`config.mk`:
```
export PLATFORM = sky130hd
export DESIGN_NAME = flash_page_protect_timing_regs
export DESIGN_NICKNAME = d
export VERILOG_FILES = /design/src/hdl/flash_regs_pkg.sv /design/src/hdl/sector_check_if.sv /design/src/hdl/sector_lookup.sv /design/src/hdl/khz_tick.sv /design/src/hdl/flash_page_protect_timing_regs.sv
export SDC_FILE = /design/constraint.sdc
export NUM_CORES = 1
export LEC_CHECK = 0
export BUFFER_PORTS_ARGS = -buffer_cell sky130_fd_sc_hd__buf_2
export CAP_MARGIN = 20
export CORE_MARGIN = 1.5
export CORE_UTILIZATION = 39
export CTS_CLUSTER_SIZE = 20
export DETAILED_ROUTE_END_ITERATION = 8
export PLACE_DENSITY = 0.74
export SYNTH_ARGS = -nofsm -noshare
export SYNTH_HDL_FRONTEND = slang
export SYNTH_HIERARCHICAL = 1
export SYNTH_SLANG_ARGS = --single-unit
```
`constraint.sdc`:
```
create_clock -name clock -period 9.8 [get_ports clock]
set_clock_uncertainty 0.15 [all_clocks]
set_input_delay 0.98 -clock clock [delete_from_list [all_inputs] [get_ports clock]]
set_output_delay 0.98 -clock clock [all_outputs]
set_load 0.02 [all_outputs]
```
`src/hdl/flash_regs_pkg.sv`:
```
// shared constants for the flash page, protect and timing registers
package flash_regs_pkg;
   // ****************************************
   // register map (byte addresses on the register port)
   // ****************************************
   localparam int addr_width = 12;
   localparam logic [11:0] page_select_addr = 12'hff9;
   localparam logic [11:0] sector_protect_addr = 12'hff9;
   localparam logic [11:0] program_clock_khz_high_addr = 12'hffa;
   localparam logic [11:0] program_clock_khz_low_addr = 12'hffb;
   localparam logic [11:0] flash_control_addr = 12'hff8;
   localparam logic [7:0] protect_unlock_code = 8'h5e;
   localparam logic [7:0] reg_reset = 8'h00;
   // ****************************************
   // field layout and flash geometry
   // ****************************************
   localparam int info_area_select_bit = 7;
   localparam int page_msb = 6;
   localparam int page_bytes = 512;
   localparam int page_shift = 9;
   localparam int sector_count = 8;
   localparam int sector_bits = 3;
   localparam logic [15:0] info_area_base = 16'hfe00;
   localparam int default_sector_bytes = 8192;
   // ****************************************
   // types
   // ****************************************
   typedef logic [addr_width-1:0] reg_addr_t;
   typedef logic [7:0] byte_t;
   typedef logic [15:0] flash_addr_t;
endpackage

```
`src/hdl/sector_check_if.sv`:
```
// bundle between the request path and the sector lookup
`timescale 1ns/1ps
interface sector_check_if;
   import flash_regs_pkg::*;
   flash_addr_t target_addr;
   logic [sector_count-1:0] sector_lock_bit;
   logic [sector_bits-1:0] sector;
   logic locked;
   modport requester (output target_addr, output sector_lock_bit,
                      input sector, input locked);
   modport checker_side (input target_addr, input sector_lock_bit,
                         output sector, output locked);
endinterface

```
`src/hdl/sector_lookup.sv`:
```
// decodes the target sector and whether it is locked
`timescale 1ns/1ps
module sector_lookup #(
   parameter int sector_bytes = flash_regs_pkg::default_sector_bytes
) (
   sector_check_if.checker_side chk
);
   import flash_regs_pkg::*;
   localparam int sector_shift = $clog2(sector_bytes);

   // ****************************************
   // elaboration check
   // ****************************************
   if (sector_bytes != 2048 && sector_bytes != 4096 &&
       sector_bytes != 8192) begin : g_bad_size
      $error("sector_bytes must be 2048, 4096 or 8192");
   end

   // ****************************************
   // lookup
   // ****************************************
   // sectors sit on size-aligned boundaries, so a shift picks the index
   always_comb begin
      chk.sector = chk.target_addr[sector_shift +: sector_bits]; // see (RL12)
      chk.locked = chk.sector_lock_bit[chk.sector]; // see (RL2)
   end
endmodule

```
`src/hdl/khz_tick.sv`:
```
// one-cycle tick every millisecond, scaled from the clock-in-khz value
`timescale 1ns/1ps
module khz_tick (
   input wire logic clock,
   input wire logic resetn,
   input wire logic [15:0] program_clock_khz,
   output logic tick
);
   import flash_regs_pkg::*;
   logic [15:0] count_reg;
   logic [15:0] count_next;
   logic tick_reg;
   logic tick_next;

   // ****************************************
   // divider
   // ****************************************
   // clock cycles per millisecond equal the khz figure itself
   always_comb begin
      count_next = count_reg + 16'h0001;
      tick_next = 1'b0;
      if (program_clock_khz == 16'h0000) begin
         count_next = 16'h0000; // no rate loaded: no timing base
      end else if (count_reg >= program_clock_khz - 16'h0001) begin
         count_next = 16'h0000;
         tick_next = 1'b1; // see (RL9)
      end
   end

   always_ff @(posedge clock or negedge resetn) begin
      if (!resetn) begin
         count_reg <= 16'h0000;
         tick_reg <= 1'b0;
      end else begin
         count_reg <= count_next;
         tick_reg <= tick_next;
      end
   end

   assign tick = tick_reg;
endmodule

```
`src/hdl/flash_page_protect_timing_regs.sv`:
```
// page select, sector protect and program-clock registers of the flash
//
// Our own choice: the address-and-strobe port.
`timescale 1ns/1ps
// What this block does
// (RL1) flash is organised in 512-byte pages, the smallest erasable unit
// (RL2) the array splits into 8 sectors, each protected on its own
// (RL3) 7-bit page number forms flash address bits 15 to 9
// (RL4) info select bit set maps info area onto FE00H-FFFFH
// (RL5) protect register shares FF9H, reachable only after control gets 5EH
// (RL6) user writes can only set protect bits; register stays readable
// (RL7) set lock bit rejects user program or erase in that sector
// (RL8) debug channel requests pass regardless of sector protection
// (RL9) FFAH high and FFBH low bytes form 16-bit clock-in-khz value
// (RL10) software loads that value with clock in hertz over 1000
// (RL11) software avoids program or erase below 20kHz or above 20MHz
// (RL12) target sector decoded from upper address by 2K, 4K or 8K size
// (RL13) all four registers clear to zero on reset
module flash_page_protect_timing_regs #(
   parameter int sector_bytes = flash_regs_pkg::default_sector_bytes
) (
   input wire logic clock,
   input wire logic resetn,
   input wire flash_regs_pkg::reg_addr_t reg_addr,
   input wire flash_regs_pkg::byte_t reg_wdata,
   input wire logic reg_write,
   input wire logic reg_read,
   output flash_regs_pkg::byte_t reg_rdata,
   input wire flash_regs_pkg::flash_addr_t fetch_addr,
   output logic info_area_hit,
   input wire logic op_request,
   input wire logic op_from_debug,
   input wire logic op_page_erase,
   input wire flash_regs_pkg::flash_addr_t op_program_addr,
   output logic op_accept,
   output logic op_reject,
   output flash_regs_pkg::flash_addr_t op_target_addr,
   output logic op_is_erase,
   output logic [15:0] program_clock_khz,
   output logic ms_tick,
   output logic protect_unlocked
);
   import flash_regs_pkg::*;

   byte_t page_select_reg;
   byte_t page_select_next;
   byte_t sector_protect_reg;
   byte_t sector_protect_next;
   byte_t clk_high_reg;
   byte_t clk_high_next;
   byte_t clk_low_reg;
   byte_t clk_low_next;
   logic unlock_reg;
   logic unlock_next;
   byte_t rdata_reg;
   byte_t rdata_next;
   logic info_hit_reg;
   logic info_hit_next;
   logic accept_reg;
   logic accept_next;
   logic reject_reg;
   logic reject_next;
   flash_addr_t target_reg;
   flash_addr_t target_next;
   logic erase_reg;
   logic erase_next;
   logic tick_w;
   logic [15:0] khz_w;
   flash_addr_t request_addr;

   sector_check_if chk_bus ();

   // ****************************************
   // elaboration check
   // ****************************************
   if (page_bytes != (1 << page_shift)) begin : g_bad_page
      $error("page size and page shift disagree");
   end

   // ****************************************
   // register writes
   // ****************************************
   always_comb begin
      page_select_next = page_select_reg;
      sector_protect_next = sector_protect_reg;
      clk_high_next = clk_high_reg;
      clk_low_next = clk_low_reg;
      unlock_next = unlock_reg;
      if (reg_write) begin
         unique case (reg_addr)
            flash_control_addr: begin
               // unlock lasts until the control register sees another code
               unlock_next = (reg_wdata == protect_unlock_code); // see (RL5)
            end
            page_select_addr: begin
               if (unlock_reg) begin
                  // ones only accumulate: a zero never clears a lock
                  sector_protect_next = sector_protect_reg | reg_wdata; // see (RL6)
               end else begin
                  page_select_next = reg_wdata; // see (RL5)
               end
            end
            program_clock_khz_high_addr: begin
               clk_high_next = reg_wdata; // see (RL9)
            end
            program_clock_khz_low_addr: begin
               clk_low_next = reg_wdata; // see (RL9)
            end
            default: begin
            end
         endcase
      end
   end

   // ****************************************
   // register reads
   // ****************************************
   always_comb begin
      rdata_next = reg_reset;
      if (reg_read) begin
         unique case (reg_addr)
            page_select_addr: begin
               rdata_next = unlock_reg ? sector_protect_reg // see (RL6)
                                       : page_select_reg; // see (RL5)
            end
            program_clock_khz_high_addr: begin
               rdata_next = clk_high_reg;
            end
            program_clock_khz_low_addr: begin
               rdata_next = clk_low_reg;
            end
            default: begin
               rdata_next = reg_reset; // unmapped and control read as zero
            end
         endcase
      end
   end

   // ****************************************
   // information area mapping
   // ****************************************
   always_comb begin
      info_hit_next = page_select_reg[info_area_select_bit] &&
                      (fetch_addr >= info_area_base); // see (RL4)
   end

   // ****************************************
   // program and erase screening
   // ****************************************
   // page erase targets the selected page; program uses its own address
   always_comb begin
      request_addr = op_program_addr;
      if (op_page_erase) begin
         request_addr = {page_select_reg[page_msb:0],
                         {page_shift{1'b0}}}; // see (RL3) (RL1)
      end
   end

   assign chk_bus.target_addr = request_addr;
   assign chk_bus.sector_lock_bit = sector_protect_reg;

   sector_lookup #(
      .sector_bytes(sector_bytes)
   ) u_sector_lookup (
      .chk(chk_bus)
   );

   always_comb begin
      accept_next = 1'b0;
      reject_next = 1'b0;
      target_next = target_reg;
      erase_next = erase_reg;
      if (op_request) begin
         target_next = request_addr;
         erase_next = op_page_erase;
         // debug channel bypasses the locks
         if (!op_from_debug && chk_bus.locked) begin // see (RL8)
            reject_next = 1'b1; // see (RL7)
         end else begin
            accept_next = 1'b1; // see (RL7)
         end
      end
   end

   // ****************************************
   // timing base
   // ****************************************
   assign khz_w = {clk_high_reg, clk_low_reg}; // see (RL9)

   khz_tick u_khz_tick (
      .clock(clock),
      .resetn(resetn),
      .program_clock_khz(khz_w),
      .tick(tick_w)
   );

   // ****************************************
   // state registers
   // ****************************************
   always_ff @(posedge clock or negedge resetn) begin
      if (!resetn) begin
         page_select_reg <= reg_reset; // see (RL13)
         sector_protect_reg <= reg_reset; // see (RL13)
         clk_high_reg <= reg_reset; // see (RL13)
         clk_low_reg <= reg_reset; // see (RL13)
         unlock_reg <= 1'b0;
         rdata_reg <= reg_reset;
         info_hit_reg <= 1'b0;
         accept_reg <= 1'b0;
         reject_reg <= 1'b0;
         target_reg <= 16'h0000;
         erase_reg <= 1'b0;
      end else begin
         page_select_reg <= page_select_next;
         sector_protect_reg <= sector_protect_next;
         clk_high_reg <= clk_high_next;
         clk_low_reg <= clk_low_next;
         unlock_reg <= unlock_next;
         rdata_reg <= rdata_next;
         info_hit_reg <= info_hit_next;
         accept_reg <= accept_next;
         reject_reg <= reject_next;
         target_reg <= target_next;
         erase_reg <= erase_next;
      end
   end

   // ****************************************
   // outputs
   // ****************************************
   assign reg_rdata = rdata_reg;
   assign info_area_hit = info_hit_reg;
   assign op_accept = accept_reg;
   assign op_reject = reject_reg;
   assign op_target_addr = target_reg;
   assign op_is_erase = erase_reg;
   assign program_clock_khz = khz_w;
   assign ms_tick = tick_w;
   assign protect_unlocked = unlock_reg;
endmodule

```
# --- Word level (Yosys, flattened, before mapping) ---
# Cells that the tools add are included.
totals:
  ff_bits: 78
  wordCells: 48
  out_inout_bits: 46
classes:
  n_bitwise: 2
  eq_ne: 5
  n_reduce_logical: 9
  n_lt_le_gt_ge: 3
  n_mux: 14
  n_addsub: 2
ops:
  columns: ["op", "n"]
  rows:
  - ["$eq 12x12->1 const B", 4]
  - ["$mux 16", 3]
  - ["$pmux 8 s3", 1]
  - ["$add 16x1->16 const B", 1]
  - ["$ge 16x16->1", 1]
  - ["$ge 16x16->1 const B", 1]
  - ["$logic_not 16->1", 1]
  - ["$mux 8", 2]
  - ["$sub 16x1->16 const B", 1]
  - ["$eq 8x7->1 const B", 1]
  - ["$or 8x8->8", 1]
  - ["$mux 1", 7]
  - ["$reduce_and 2->1", 3]
  - ["$reduce_and 3->1", 2]
  - ["$lt 3x4->1 const B", 1]
  - ["$bmux 1 s3", 1]
  - ["$logic_and 1x1->1", 2]
  - ["$logic_not 1->1", 1]
  - ["$not 1->1", 1]

# --- Logic depth before layout (Yosys ltp) ---
depth:
  word_depth: 6
  ltp_mapped: 13
  depth_no_buf: 12

# --- By module ---
# The synthesis kept the hierarchy.
by_module_without_submodules:
  columns: ["mod", "n_inst", "area_per_inst_um2", "cells_each"]
  rows:
  - ["flash_page_protect_timing_regs", 1, 2731.4, 194]
  - ["khz_tick", 1, 1390.1, 158]
  - ["sector_lookup", 1, 86.3, 6]

# --- Least setup slack after synthesis ---
# No wires, ideal clock.
synth_path:
  kind: "register -> register"
  startpoint: "register clk_high_reg[0]"
  endpoint: "register u_khz_tick.count_reg[11]"
  stages_incl_launch_ff: 13
  slack_ns: 6.333
  synth_period_minus_slack_ns: 3.467
  n_path_buf: 1
  arrival_time_ns: 3.246
  t_required_ns: 9.578
  path_cell_list: "dfrtp_1 > or4_4 > or3_4 > nor3_1 > nand2_1 > xor2_1 > ha_1 > and4_2 > and3_2 > a31oi_1 > nand4_4 > buf_6 > nor2_1"
synth_via:
  elab_chain_cells: 4
synth_lines:
  columns: ["item", "line_no", "rtl"]
  rows:
  - ["from (decl)", "flash_page_protect_timing_regs.sv:49", "byte_t clk_high_reg;"]
  - ["from (signal assigned)", "flash_page_protect_timing_regs.sv:204", "clk_high_reg <= reg_reset;"]
  - ["from (signal assigned)", "flash_page_protect_timing_regs.sv:216", "clk_high_reg <= clk_high_next;"]
  - ["$sub 16x1->16", "khz_tick.sv:24", "end else if (count_reg >= program_clock_khz - 16'h0001) begin"]
  - ["$ge 16x16->1", "khz_tick.sv:24", null]
  - ["$mux 16", "khz_tick.sv:24", null]
  - ["$mux 16 (*)", "khz_tick.sv:22", "if (program_clock_khz == 16'h0000) begin"]
  - ["named net u_khz_tick.count_next[11]", "khz_tick.sv:11", "logic [15:0] count_next;"]
  - ["to (signal assigned)", "khz_tick.sv:35", "count_reg <= count_next;"]
  - ["to (decl)", "khz_tick.sv:10", "logic [15:0] count_reg;"]
# Mark *: on every way through the listed nets, which the timed path passes. The rest lies on a longest branch.
# A chain may end at the register's enable or synchronous reset.

# --- Worst setup path after layout ---
layout_path:
  startpoint: "register clk_high_reg[0]"
  endpoint: "register u_khz_tick.count_reg[9]"
# The elaborated chain is that of the path after synthesis.

==> results.json <==
{
  "antenna_found_initial": 0,
  "p_switching_mw": 0.174,
  "p_per_area_mw_per_mm2": 126,
  "syn2layout_area_growth_pct": 18.7,
  "grt_pass1_wl_um": 15300,
  "required_ns": 9.93,
  "crit_path_start_kind": "flop",
  "dieWidth_um": 107,
  "rsz0062_at_grt": "false",
  "setup_viol": 0,
  "cp.arrival_ns": 3.87,
  "rr_startpoint": "clk_high_reg[0]",
  "fin_setup_tns_ns": 0,
  "cts_tree": "yes",
  "post-route-cell-area_mm2": 0.00497,
  "multi_input_area_mm2": 0.00215,
  "cts-root-buf": "clkbuf_8",
  "cts_resized": 0,
  "dpl-instance-area_mm2": 0.00478,
  "num_vias": 3057,
  "p_leak_nw": 2.57,
  "nNetsFinal": 527,
  "portBuffers": 95,
  "seqCellArea_mm2": 0.00195,
  "ctsHtreeMaxLevel": 3,
  "gr-total-overflow": 0,
  "wire_per_inst_um": 15.7,
  "p_clk_share_pct": 36.6,
  "drv_cap": 0,
  "drive_gt1_share_pct": 41.3,
  "drtAntennaViolNets": 0,
  "drt_iter0_drc": 154,
  "grt_pass1_vias": 3076,
  "fillCellCount": 970,
  "clock_sinks": 78,
  "slew_violations": 0,
  "fp-row-count": 37,
  "cp-end-kind": "flop",
  "synthCells": 355,
  "max_slew.worst_pin.slew_ns": 0.994,
  "fin_crit_sh_pct": 38.2,
  "die_area_mm2": 0.0114,
  "min_period_ns": 3.75,
  "cp_max_fo": 16,
  "seqPwrFrac_pct": 53.2,
  "drc": 0,
  "ctsHoldBuffers": 0,
  "slowest_delay_ns": 0.57,
  "switching_share_pct": 27.8,
  "hp-start": "chk_bus.sector_lock_bit[4]",
  "path_cells": "or4_4 -> or3_4 -> nor3_1 -> nand2_1 -> xor2_1 -> ha_1 -> and4_2 -> and3_2 -> a31oi_1 -> nand4_4 -> nor2_1",
  "insertion_delay_ns": 0.36,
  "path_delay_family": "simple AND/OR/NAND/NOR gates",
  "relSlewSlack_pct": 33.8,
  "comb_power_share_pct": 10.2,
  "vias_per_cell": 5.17,
  "core_area_mm2": 0.0104,
  "status": "finished clean",
  "start_util_pct": 40.4,
  "hold_class": "flop to flop",
  "first_pass_iters": 4,
  "critPathBufInv": 0,
  "wirelength_um": 9260,
  "fmax_mhz": 267,
  "dpl.hpwl_um": 6940,
  "antenna_cells": 0,
  "synth_nets": 432,
  "syn-cell-area_mm2": 0.00419,
  "path_class": "flop to flop",
  "slowest_stage": "or4_4",
  "postSynthAreaPerCell_um2": 11.8,
  "grt_max_degree": 79,
  "yosys_warnings": 6,
  "power.internal_mw": 0.452,
  "ir_worst_vdd_mv": 0.0612,
  "cts_made_buffers": 9,
  "hold_violations": 0,
  "cp-startpoint": "clk_high_reg[0]",
  "postCtsSetupBuffers": 0,
  "gp_congestion": 0.803,
  "clock_path_buffers": 2,
  "path_clk_slew_ns": 0.10,
  "die_h_um": 107,
  "grt_usage_pct": 17.3,
  "pin_count": 105
}
-- per-stage QoR --
step / cells / hold WS, ns / power, mW / util (%) / setup slack (ns)
global route: 591 / 0.349 / 0.656 / 47.9 / 5.88
floorplan: 355 / 0.286 / 0.374 / - / 6.33
global placement: 575 / 0.298 / 0.402 / 46.1 / 6.25
detailed placement: 575 / 0.311 / 0.404 / 46.1 / 6.13
finish: 591 / 0.332 / 0.625 / 47.9 / 6.05
CTS: 591 / 0.332 / 0.636 / 47.9 / 6.09
-- power by group through the flow --
stage / registers (mW) / logic, mW / clock network [mW]
after CTS: 0.333 / 0.0648 / 0.238
after global placement: 0.339 / 0.0630 / 0
after global routing: 0.334 / 0.0701 / 0.252
final: 0.333 / 0.0638 / 0.229
after floorplan: 0.347 / 0.0268 / 0
after detailed placement: 0.339 / 0.0647 / 0
-- cells in the final DEF (no fill, tap or decap), types with 4 or more instances in the layout --
cell type   n
a21o_1      8
a21oi_1     8
a22oi_1     8
buf_2      94
clkbuf_8    9
dfrtp_1    78
ha_1       18
inv_1       8
mux2_1      4
mux2_2     62
nand2_1    16
nand3_1     6
nand4_1     6
nor2_1     37
nor2b_1    10
nor3_1      7
nor4_1      5
xnor2_1    16
xor2_1     12
-- routing by layer --
metal	share of wire, %	GRT usage (%)	vias to the layer above
li1	-	-	1465
met1	45	23.1	1505
met2	50	28.2	79
met3	4.6	3.40	8
met4	1.3	5.81	0
met5	0	0	-
-- worst paths after layout --
kind	slack (ns)	cells past startpoint	end
max	6.05	11	u_khz_tick/count_reg[9]
min	0.33	1	chk_bus.sector_lock_bit[4]
max reg2reg	6.05	11	u_khz_tick/count_reg[9]
min reg2reg	0.33	1	chk_bus.sector_lock_bit[4]
max in group asynchronous	8.22	1	clk_high_reg[4]
min in group asynchronous	0.61	1	u_khz_tick/count_reg[3]
-- worst register-to-register path, cell delays in order, from the launching register on --
cell,delay [ns]
dfrtp_1,0.46
or4_4,0.57
or3_4,0.35
nor3_1,0.36
nand2_1,0.12
xor2_1,0.16
ha_1,0.30
and4_2,0.22
and3_2,0.22
a31oi_1,0.27
nand4_4,0.29
nor2_1,0.20
-- final cells by class --
cell class,count,area share (%)
Clock buffer,9,2.49
Clock inverter,7,1.23
Inverter,8,0.605
Multi-Input combinational cell,258,43.3
Sequential cell,78,39.3
Tap cell,136,3.43
Timing Repair Buffer,95,9.62
Note: power is estimated with default switching activity, not from simulation.
